==> config.mk <==
export PLATFORM = sky130hd
export DESIGN_NAME = hbd_drive_ctrl
export DESIGN_NICKNAME = d
export VERILOG_FILES = /design/src/hbd_pkg.sv /design/src/hbd_drive_ctrl.sv
export VERILOG_INCLUDE_DIRS = /design/src
export SDC_FILE = /design/constraint.sdc
export NUM_CORES = 1
export LEC_CHECK = 0
export BUFFER_PORTS_ARGS = -buffer_cell sky130_fd_sc_hd__buf_2
export CORE_MARGIN = 4
export CORE_UTILIZATION = 30
export DETAILED_ROUTE_END_ITERATION = 12
export MAX_ROUTING_LAYER = met4
export SLEW_MARGIN = 20
export SYNTH_ARGS = -nofsm -noshare
export SYNTH_HDL_FRONTEND = slang
export SYNTH_HIERARCHICAL = 1
export SYNTH_SLANG_ARGS = --single-unit
export TNS_END_PERCENT = 30
==> constraint.sdc <==
create_clock -name i_sys_clk -period 6.5 [get_ports i_sys_clk]
set_clock_uncertainty 0.05 [all_clocks]
set_input_delay 1.3 -clock i_sys_clk [delete_from_list [all_inputs] [get_ports i_sys_clk]]
set_output_delay 1.3 -clock i_sys_clk [all_outputs]
set_load 0.02 [all_outputs]
==> src/hbd_cfg.svh <==
// Timing constants, command and level encodings for the H-bridge drive control block
`ifndef HBD_CFG_SVH
`define HBD_CFG_SVH
`define HBD_CLK_MHZ        125
`define HBD_TICK_NS        100
`define HBD_TICK_CYC       ((`HBD_TICK_NS * `HBD_CLK_MHZ + 999) / 1000)
`define HBD_DEAD_NS        200
`define HBD_DEAD_TICKS     (`HBD_DEAD_NS / `HBD_TICK_NS)
`define HBD_INDEG_NS       300
`define HBD_INDEG_TICKS    (`HBD_INDEG_NS / `HBD_TICK_NS)
`define HBD_UV_QUAL_US     10
`define HBD_UV_TICKS       (`HBD_UV_QUAL_US * 1000 / `HBD_TICK_NS)
`define HBD_OC_QUAL_NS     1500
`define HBD_OC_TICKS       (`HBD_OC_QUAL_NS / `HBD_TICK_NS)
`define HBD_OFF_US         25
`define HBD_OFF_TICKS      (`HBD_OFF_US * 1000 / `HBD_TICK_NS)
`define HBD_RETRY_MS       3
`define HBD_RETRY_TICKS    (`HBD_RETRY_MS * 1000000 / `HBD_TICK_NS)
`define HBD_SLEEP_MS       1
`define HBD_SLEEP_TICKS    (`HBD_SLEEP_MS * 1000000 / `HBD_TICK_NS)
`define HBD_CNT_W          16
`define HBD_CNT_ONE        16'h0001
`define HBD_CNT_ZERO       16'h0000
`define HBD_CMD_COAST      2'h0
`define HBD_CMD_REV        2'h1
`define HBD_CMD_FWD        2'h2
`define HBD_CMD_BRAKE      2'h3
`define HBD_LVL_Z          2'h0
`define HBD_LVL_LOW        2'h1
`define HBD_LVL_HIGH       2'h2
`endif

==> src/hbd_pkg.sv <==
// Types shared by the H-bridge drive control block
package hbd_pkg;
    // Drive level of one half-bridge: high side and low side gate enables
    typedef struct packed {
        logic hi_on;
        logic lo_on;
    } hbd_leg_s;
    typedef enum logic [3:0] {
        HBD_RUN   = 4'h1,
        HBD_CHOP  = 4'h2,
        HBD_FAULT = 4'h4,
        HBD_SLEEP = 4'h8
    } hbd_state_e;
endpackage

==> src/hbd_drive_ctrl.sv <==
// H-bridge drive control: input decode, dead time, chopping and fault sequencing
`timescale 1ns/1ps
`include "hbd_cfg.svh"
module hbd_drive_ctrl
    import hbd_pkg::*;
#(
    parameter int SLEEP_TICKS = `HBD_SLEEP_TICKS,
    parameter int RETRY_TICKS = `HBD_RETRY_TICKS,
    parameter int OFF_TICKS   = `HBD_OFF_TICKS,
    parameter int UV_TICKS    = `HBD_UV_TICKS
) (
    input  wire logic     i_sys_clk,
    input  wire logic     i_rst,
    input  wire logic     i_first_control_input,
    input  wire logic     i_second_control_input,
    input  wire logic     i_supply_low,
    input  wire logic     i_overcurrent,
    input  wire logic     i_current_over_trip,
    output hbd_leg_s      o_first_bridge_output,
    output hbd_leg_s      o_second_bridge_output,
    output logic          o_sleep,
    output logic          o_overcurrent_shutdown,
    output logic          o_supply_low_lockout
);
    localparam int CW = `HBD_CNT_W;
    localparam logic [CW-1:0] TICK_N  = CW'(`HBD_TICK_CYC);
    localparam logic [CW-1:0] INDEG_N = CW'(`HBD_INDEG_TICKS);
    localparam logic [CW-1:0] OC_N    = CW'(`HBD_OC_TICKS);
    localparam logic [CW-1:0] UV_N    = CW'(UV_TICKS);
    localparam logic [CW-1:0] OFF_N   = CW'(OFF_TICKS);
    localparam logic [CW-1:0] DEAD_N  = CW'(`HBD_DEAD_TICKS);
    localparam logic [23:0]   SLP_N   = 24'(SLEEP_TICKS);
    localparam logic [23:0]   RTY_N   = 24'(RETRY_TICKS);

    // Free-running time base, one enable pulse per tick
    logic [CW-1:0] tb_q;
    wire           tick = (tb_q == TICK_N - `HBD_CNT_ONE);
    always_ff @(posedge i_sys_clk) begin
        if (i_rst || tick) tb_q <= `HBD_CNT_ZERO;
        else tb_q <= tb_q + `HBD_CNT_ONE;
    end

    // Undervoltage qualification; qualified low supply resets everything else but the time base
    logic [CW-1:0] uv_cnt_q;
    logic          uv_q;
    always_ff @(posedge i_sys_clk) begin
        if (i_rst || !i_supply_low) begin
            uv_cnt_q <= `HBD_CNT_ZERO;
            uv_q     <= 1'b0;
        end else if (tick && !uv_q) begin
            uv_cnt_q <= uv_cnt_q + `HBD_CNT_ONE;
            uv_q     <= (uv_cnt_q + `HBD_CNT_ONE >= UV_N);
        end
    end
    wire lrst = i_rst || uv_q;

    // Input deglitch: raw pair must hold steady for the filter time
    logic [1:0]    raw_q;
    logic [1:0]    cmd_q;
    logic [CW-1:0] dg_cnt_q;
    wire  [1:0]    raw = {i_first_control_input, i_second_control_input};
    always_ff @(posedge i_sys_clk) begin
        if (lrst) begin
            raw_q    <= `HBD_CMD_COAST;
            cmd_q    <= `HBD_CMD_COAST;
            dg_cnt_q <= `HBD_CNT_ZERO;
        end else if (raw != raw_q) begin
            raw_q    <= raw;
            dg_cnt_q <= `HBD_CNT_ZERO;
        end else if (tick && raw_q != cmd_q) begin
            dg_cnt_q <= dg_cnt_q + `HBD_CNT_ONE;
            if (dg_cnt_q + `HBD_CNT_ONE >= INDEG_N) cmd_q <= raw_q;
        end
    end
    wire cmd_chg = (raw_q == raw) && tick && (raw_q != cmd_q)
                   && (dg_cnt_q + `HBD_CNT_ONE >= INDEG_N);

    // Overcurrent qualification; held clear while the bridge is off for retry,
    // so every re-enable has to qualify the fault again
    hbd_state_e    st_q;
    logic [CW-1:0] oc_cnt_q;
    wire           oc_qual = (oc_cnt_q >= OC_N);
    wire           oc_clr  = lrst || !i_overcurrent || (st_q == HBD_FAULT);
    always_ff @(posedge i_sys_clk) begin
        if (oc_clr) oc_cnt_q <= `HBD_CNT_ZERO;
        else if (tick && !oc_qual) oc_cnt_q <= oc_cnt_q + `HBD_CNT_ONE;
    end

    // Main sequencer: run, chopping off time, fault retry, sleep
    logic [23:0]   tmr_q;
    wire           coast = (cmd_q == `HBD_CMD_COAST);
    always_ff @(posedge i_sys_clk) begin
        if (lrst) begin
            st_q  <= HBD_SLEEP;
            tmr_q <= 24'h000000;
        end else begin
            case (st_q)
                HBD_RUN: begin
                    if (oc_qual) begin
                        st_q  <= HBD_FAULT;
                        tmr_q <= 24'h000000;
                    end else if (i_current_over_trip && !coast) begin
                        st_q  <= HBD_CHOP;
                        tmr_q <= 24'h000000;
                    end else if (coast) begin
                        if (tick) tmr_q <= tmr_q + 24'h000001;
                        if (tmr_q >= SLP_N) st_q <= HBD_SLEEP;
                    end else begin
                        tmr_q <= 24'h000000;
                    end
                end
                HBD_CHOP: begin
                    if (oc_qual) begin
                        st_q  <= HBD_FAULT;
                        tmr_q <= 24'h000000;
                    end else if (cmd_chg) begin
                        st_q  <= HBD_RUN;
                        tmr_q <= 24'h000000;
                    end else if (tmr_q >= {8'h00, OFF_N}) begin
                        tmr_q <= 24'h000000;
                        if (!i_current_over_trip) st_q <= HBD_RUN;
                    end else if (tick) begin
                        tmr_q <= tmr_q + 24'h000001;
                    end
                end
                HBD_FAULT: begin
                    if (tmr_q >= RTY_N) begin
                        st_q  <= HBD_RUN;
                        tmr_q <= 24'h000000;
                    end else if (tick) begin
                        tmr_q <= tmr_q + 24'h000001;
                    end
                end
                default: begin
                    tmr_q <= 24'h000000;
                    if (!coast) st_q <= HBD_RUN;
                end
            endcase
        end
    end

    // Wanted leg levels from the command and state
    logic [1:0] want1;
    logic [1:0] want2;
    always_comb begin
        want1 = `HBD_LVL_Z;
        want2 = `HBD_LVL_Z;
        if (st_q == HBD_CHOP) begin
            want1 = `HBD_LVL_LOW;
            want2 = `HBD_LVL_LOW;
        end else if (st_q == HBD_RUN) begin
            case (cmd_q)
                `HBD_CMD_REV: begin
                    want1 = `HBD_LVL_LOW;
                    want2 = `HBD_LVL_HIGH;
                end
                `HBD_CMD_FWD: begin
                    want1 = `HBD_LVL_HIGH;
                    want2 = `HBD_LVL_LOW;
                end
                `HBD_CMD_BRAKE: begin
                    want1 = `HBD_LVL_LOW;
                    want2 = `HBD_LVL_LOW;
                end
                default: begin
                    want1 = `HBD_LVL_Z;
                    want2 = `HBD_LVL_Z;
                end
            endcase
        end
    end

    // Dead-time legs, one per output
    logic [1:0] lvl1;
    logic [1:0] lvl2;
    hbd_dead_leg #(.DEAD_N(DEAD_N)) u_leg1 (
        .i_sys_clk (i_sys_clk),
        .i_rst     (lrst),
        .i_tick    (tick),
        .i_want    (want1),
        .o_lvl     (lvl1)
    );
    hbd_dead_leg #(.DEAD_N(DEAD_N)) u_leg2 (
        .i_sys_clk (i_sys_clk),
        .i_rst     (lrst),
        .i_tick    (tick),
        .i_want    (want2),
        .o_lvl     (lvl2)
    );

    assign o_first_bridge_output  = '{hi_on: lvl1[1], lo_on: lvl1[0]};
    assign o_second_bridge_output = '{hi_on: lvl2[1], lo_on: lvl2[0]};
    assign o_sleep                = (st_q == HBD_SLEEP);
    assign o_overcurrent_shutdown = (st_q == HBD_FAULT);
    assign o_supply_low_lockout   = uv_q;

    // Checks; the legs are registered, so state effects show one clock later
    shoot_thru_a: assert property (@(posedge i_sys_clk) disable iff (i_rst)
        !((lvl1 ^ $past(lvl1)) == 2'h3 || (lvl2 ^ $past(lvl2)) == 2'h3))
        else $error("leg switched between high and low without dead time");
    fault_off_a: assert property (@(posedge i_sys_clk) disable iff (i_rst)
        o_overcurrent_shutdown |=> lvl1 == `HBD_LVL_Z && lvl2 == `HBD_LVL_Z)
        else $error("bridge driven during overcurrent shutdown");
    uv_reset_a: assert property (@(posedge i_sys_clk) disable iff (i_rst)
        uv_q |=> o_sleep && lvl1 == `HBD_LVL_Z && lvl2 == `HBD_LVL_Z)
        else $error("undervoltage did not reset logic");
    chop_brake_a: assert property (@(posedge i_sys_clk) disable iff (lrst)
        st_q == HBD_CHOP |=> lvl1 != `HBD_LVL_HIGH && lvl2 != `HBD_LVL_HIGH)
        else $error("chop did not force brake");
    oc_qual_a: assert property (@(posedge i_sys_clk) disable iff (lrst)
        $rose(oc_qual) |-> $past(i_overcurrent) && $past(i_overcurrent, 150))
        else $error("overcurrent qualified without a persistent fault");
    coast_z_a: assert property (@(posedge i_sys_clk) disable iff (lrst)
        st_q == HBD_RUN && coast |=> lvl1 == `HBD_LVL_Z && lvl2 == `HBD_LVL_Z)
        else $error("coast not high impedance");
endmodule

// One half-bridge leg that holds high impedance for the dead time between levels
module hbd_dead_leg
    import hbd_pkg::*;
#(
    parameter logic [15:0] DEAD_N = 16'(`HBD_DEAD_TICKS)
) (
    input  wire logic       i_sys_clk,
    input  wire logic       i_rst,
    input  wire logic       i_tick,
    input  wire logic [1:0] i_want,
    output logic      [1:0] o_lvl
);
    logic [1:0]  lvl_q;
    logic [1:0]  last_q;
    logic [15:0] cnt_q;
    wire         opposite = (i_want != `HBD_LVL_Z) && (last_q != `HBD_LVL_Z)
                            && (i_want != last_q);
    // Level passes straight unless it reverses, then waits out the dead time
    always_ff @(posedge i_sys_clk) begin
        if (i_rst) begin
            lvl_q  <= `HBD_LVL_Z;
            last_q <= `HBD_LVL_Z;
            cnt_q  <= 16'h0000;
        end else if (opposite && cnt_q < DEAD_N) begin
            lvl_q <= `HBD_LVL_Z;
            if (i_tick) cnt_q <= cnt_q + 16'h0001;
        end else begin
            lvl_q  <= i_want;
            cnt_q  <= 16'h0000;
            if (i_want != `HBD_LVL_Z) last_q <= i_want;
        end
    end
    assign o_lvl = lvl_q;
endmodule

==> metrics.yaml <==
cp_max_fo: 6
cts_made_buffers: 17
ys.flop_type: "dfxtp_1"
num-fill-cells: 2132
grt_setup_unrepaired: "no"
fmax_mhz: 310.4
r2r_start: "dg_cnt_q[0]"
io_pins: 14
grt_max_degree: 27
place_congestion: 0.8421
holdCritPathClass: "register to register"
post_cts_resized: 0
hold_viol_final: 0
cts_root_buffer: "clkbuf_16"
worstPathCellList: "or4b_2 > inv_1 > buf_2"
rows: 52
power_density_mw_per_mm2: 246.3
slowest_delay_ns: 0.73
maxSlewViolCount: 0
internal_power_mw: 1.397
antenna_found_initial: 0
place_area_mm2: 0.006685
r2r_slack_ns: 3.39
ys_seq_area_share_pct: 43.64
start_util_pct: 30.76
pwr-share-comb_pct: 1.5
peakVddDrop_uv: 176.1
cts.clk_slew.worst_paths_ns: 0.06
core_region_area_mm2: 0.02043
reg2reg_depth: 9
fin_nets: 735
min_period_ns: 3.221
ys_types: 62
cts_setup_buffers: 0
post-route-period-util_pct: 49.56
critPathKind: "register to primary output"
final_area_mm2: 0.007249
globalRouteOverflowTotal: 0
synth_cells: 681
clkPwrFrac_pct: 50.5
numClockSinks: 137
dr.pass1.iters: 4
hold_start: "oc_cnt_q[6]"
insertion_delay_ns: 0.41
routedWlPerCell_um: 11.56
report.final.setup_viol: 0
die_h_um: 152.7
tritoncts: "done"
drv_cap: 0
final_antenna_net_count: 0
relSlewSlack_pct: 44.37
tns_ns: 0
cp_data_arrival_time_ns: 1.87
syn2layout_area_growth_pct: 15.35
switching_share_pct: 21.76
cp-end-kind: "primary output"
cp-startpoint: "st_q[0]"
hold_buffers: 0
whs_endpoint: "oc_cnt_q[6]"
h-tree-depth: 4
outcome: "complete, no violations"
power.share.sequential_pct: 48.0
wl_um: 11560
ys_warn_count: 6
ys_seq_elements: 137
place_hpwl_um: 8055
synth-edff-count: 0
slowest_stage: "or4b_2"
p_leak_nw: 2.488
tightest_slew_ns: 0.8344
cp_data_required_time_ns: 5.15
portBuffers: 13
start_kind: "register"
grt_pass1_vias: 4292
antenna_cells: 0
mappedNetlistArea_mm2: 0.006285
die_w_um: 152.7
dieArea_mm2: 0.02333
grt.total_usage_pct: 10.68
syn_avg_cell_area_um2: 9.229
vias_per_cell: 4.634
async_flop_share_pct: 0
r2r_end: "tmr_q[2]"
clockBufferDepth: 2
drt-initial-drc-count: 275
drc: 0
drive_gt1_share_pct: 13.70
hold_depth: 1
grt_pass1_wl_um: 20310
p_switching_mw: 0.3886
vias: 4634
[worst max-delay path: cells and delay by family, from the launching register on]
kind          cells  cell delay, ns
simple gates      1            0.73
flops             1            0.35
buf+inv           2            0.37
[flip-flops by register name (all words and copies together) (netlist names), 4 cells and up]
name	cells
dg_cnt_q	16
u_leg2/cnt_q	16
tb_q	16
u_leg1/cnt_q	16
st_q	4
tmr_q	24
oc_cnt_q	16
uv_cnt_q	16
[layout by cell type (no fill, tap or decap), types with 3 or more instances in the layout]
cell	instances
dfxtp_1	137
nor2_1	76
nand2_1	49
xor2_1	46
xnor2_1	35
nand3_1	29
nor3_2	26
conb_1	26
a21oi_1	21
nand4_1	20
inv_1	18
clkbuf_16	17
and2_1	16
nor3_1	16
o21ai_0	16
or3_1	14
and3_1	13
buf_2	13
ha_1	11
nor4_1	10
nor2b_1	8
mux2i_1	8
nor3b_1	7
a211oi_1	7
nand2b_1	6
and4_1	6
o211ai_1	6
or2_2	4
clkinv_4	4
clkinv_2	4
nor4_2	4
and3b_1	4
nand3b_1	4
o31ai_1	3
a31oi_1	3
clkinvlp_4	3
buf_4	3
[routing by layer]
metal,GRT usage [%],vias to the layer above,wire [µm]
li1,-,2418,-
met1,13.86,2150,5877
met2,15.91,52,5245
met3,2.584,14,255
met4,4.540,0,180
met5,-,-,0
[power groups by stage]
| stage | Clock [mW] | Sequential (mW) | Combinational, mW |
|---|---|---|---|
| 3_3_place_gp | 0 | 0.876 | 0.0269 |
| 6_report | 0.902 | 0.857 | 0.0265 |
| 3_5_place_dp | 0 | 0.876 | 0.0267 |
| 5_1_grt | 0.972 | 0.858 | 0.0310 |
| 2_1_floorplan | 0 | 0.875 | 0.0197 |
| 4_1_cts | 0.932 | 0.857 | 0.0269 |
[cell families (layout without fill, tap and decap cells)]
kind of cell / after synthesis / count (layout) / share of synthesized area, %
compound gates: 70 / 70 / 7.107
xor+xnor: 83 / 83 / 11.81
fa+ha+maj: 12 / 12 / 2.349
buf+inv: 42 / 67 / 3.026
flops: 137 / 137 / 43.64
mux: 9 / 9 / 1.453
other cells: 2 / 26 / 0.1195
simple gates: 326 / 326 / 30.50
[per-stage QoR]
step	worst slack [ns]	power, mW	instances	hold slack [ns]	utilization, %
CTS	3.244	1.816	1000	0.4133	35.49
global route	3.115	1.861	1000	0.4286	35.49
finish	3.279	1.785	1000	0.4085	35.49
detailed placement	3.428	0.9026	968	0.3991	32.72
global placement	3.501	0.9025	968	0.3949	32.72
floorplan	3.704	0.8942	705	0.3802	-
[synth_stat cells, types with 2 or more instances]
library cell	number	share of area [%]
a2111oi_0	2	0.28
a211o_1	2	0.28
a211oi_1	7	0.84
a21oi_1	21	1.7
a31oi_1	3	0.30
a32oi_1	2	0.28
and2_1	16	1.6
and2_2	2	0.24
and2_4	2	0.28
and3_1	13	1.3
and3b_1	4	0.56
and4_1	6	0.84
buf_6	3	0.54
clkbuf_1	15	0.90
clkbuf_4	2	0.24
conb_1	2	0.12
dfxtp_1	137	44
ha_1	11	2.2
inv_1	18	1.1
mux2i_1	8	1.3
nand2_1	49	2.9
nand2b_1	6	0.60
nand3_1	29	2.3
nand3_4	2	0.56
nand3b_1	4	0.48
nand4_1	20	2.0
nor2_1	76	4.5
nor2b_1	8	0.80
nor3_1	16	1.3
nor3_2	26	4.1
nor3b_1	7	0.84
nor4_1	10	1.0
nor4_2	4	0.80
nor4_4	2	0.68
o211ai_1	6	0.72
o21ai_0	16	1.3
o31ai_1	3	0.36
or2_2	4	0.40
or3_1	14	1.4
xnor2_1	35	4.9
xor2_1	46	6.4
xor2_2	2	0.52
[area by class of cell]
| cell class | instances | area (µm²) | share of cell area (%) |
|---|---|---|---|
| clock buffer | 18 | 439.2 | 6.058 |
| clock inverter | 14 | 125.1 | 1.726 |
| inverter | 19 | 71.32 | 0.9838 |
| multi-input combinational | 526 | 3446 | 47.53 |
| sequential | 137 | 2743 | 37.83 |
| tap | 270 | 337.8 | 4.660 |
| timing repair buffer | 16 | 87.58 | 1.208 |
[worst max path at each step]
| stage | slack [ns] | end | cells after the start |
|---|---|---|---|
| after detailed placement | 3.43 | tmr_q[5] | 9 |
| after CTS | 3.24 | o_overcurrent_shutdown | 3 |
| after global routing | 3.11 | tmr_q[2] | 9 |
| final | 3.28 | o_overcurrent_shutdown | 3 |
| after floorplan | 3.70 | tmr_q[10] | 9 |
| after global placement | 3.50 | tmr_q[3] | 9 |
Power figures use the tool's default switching activity.
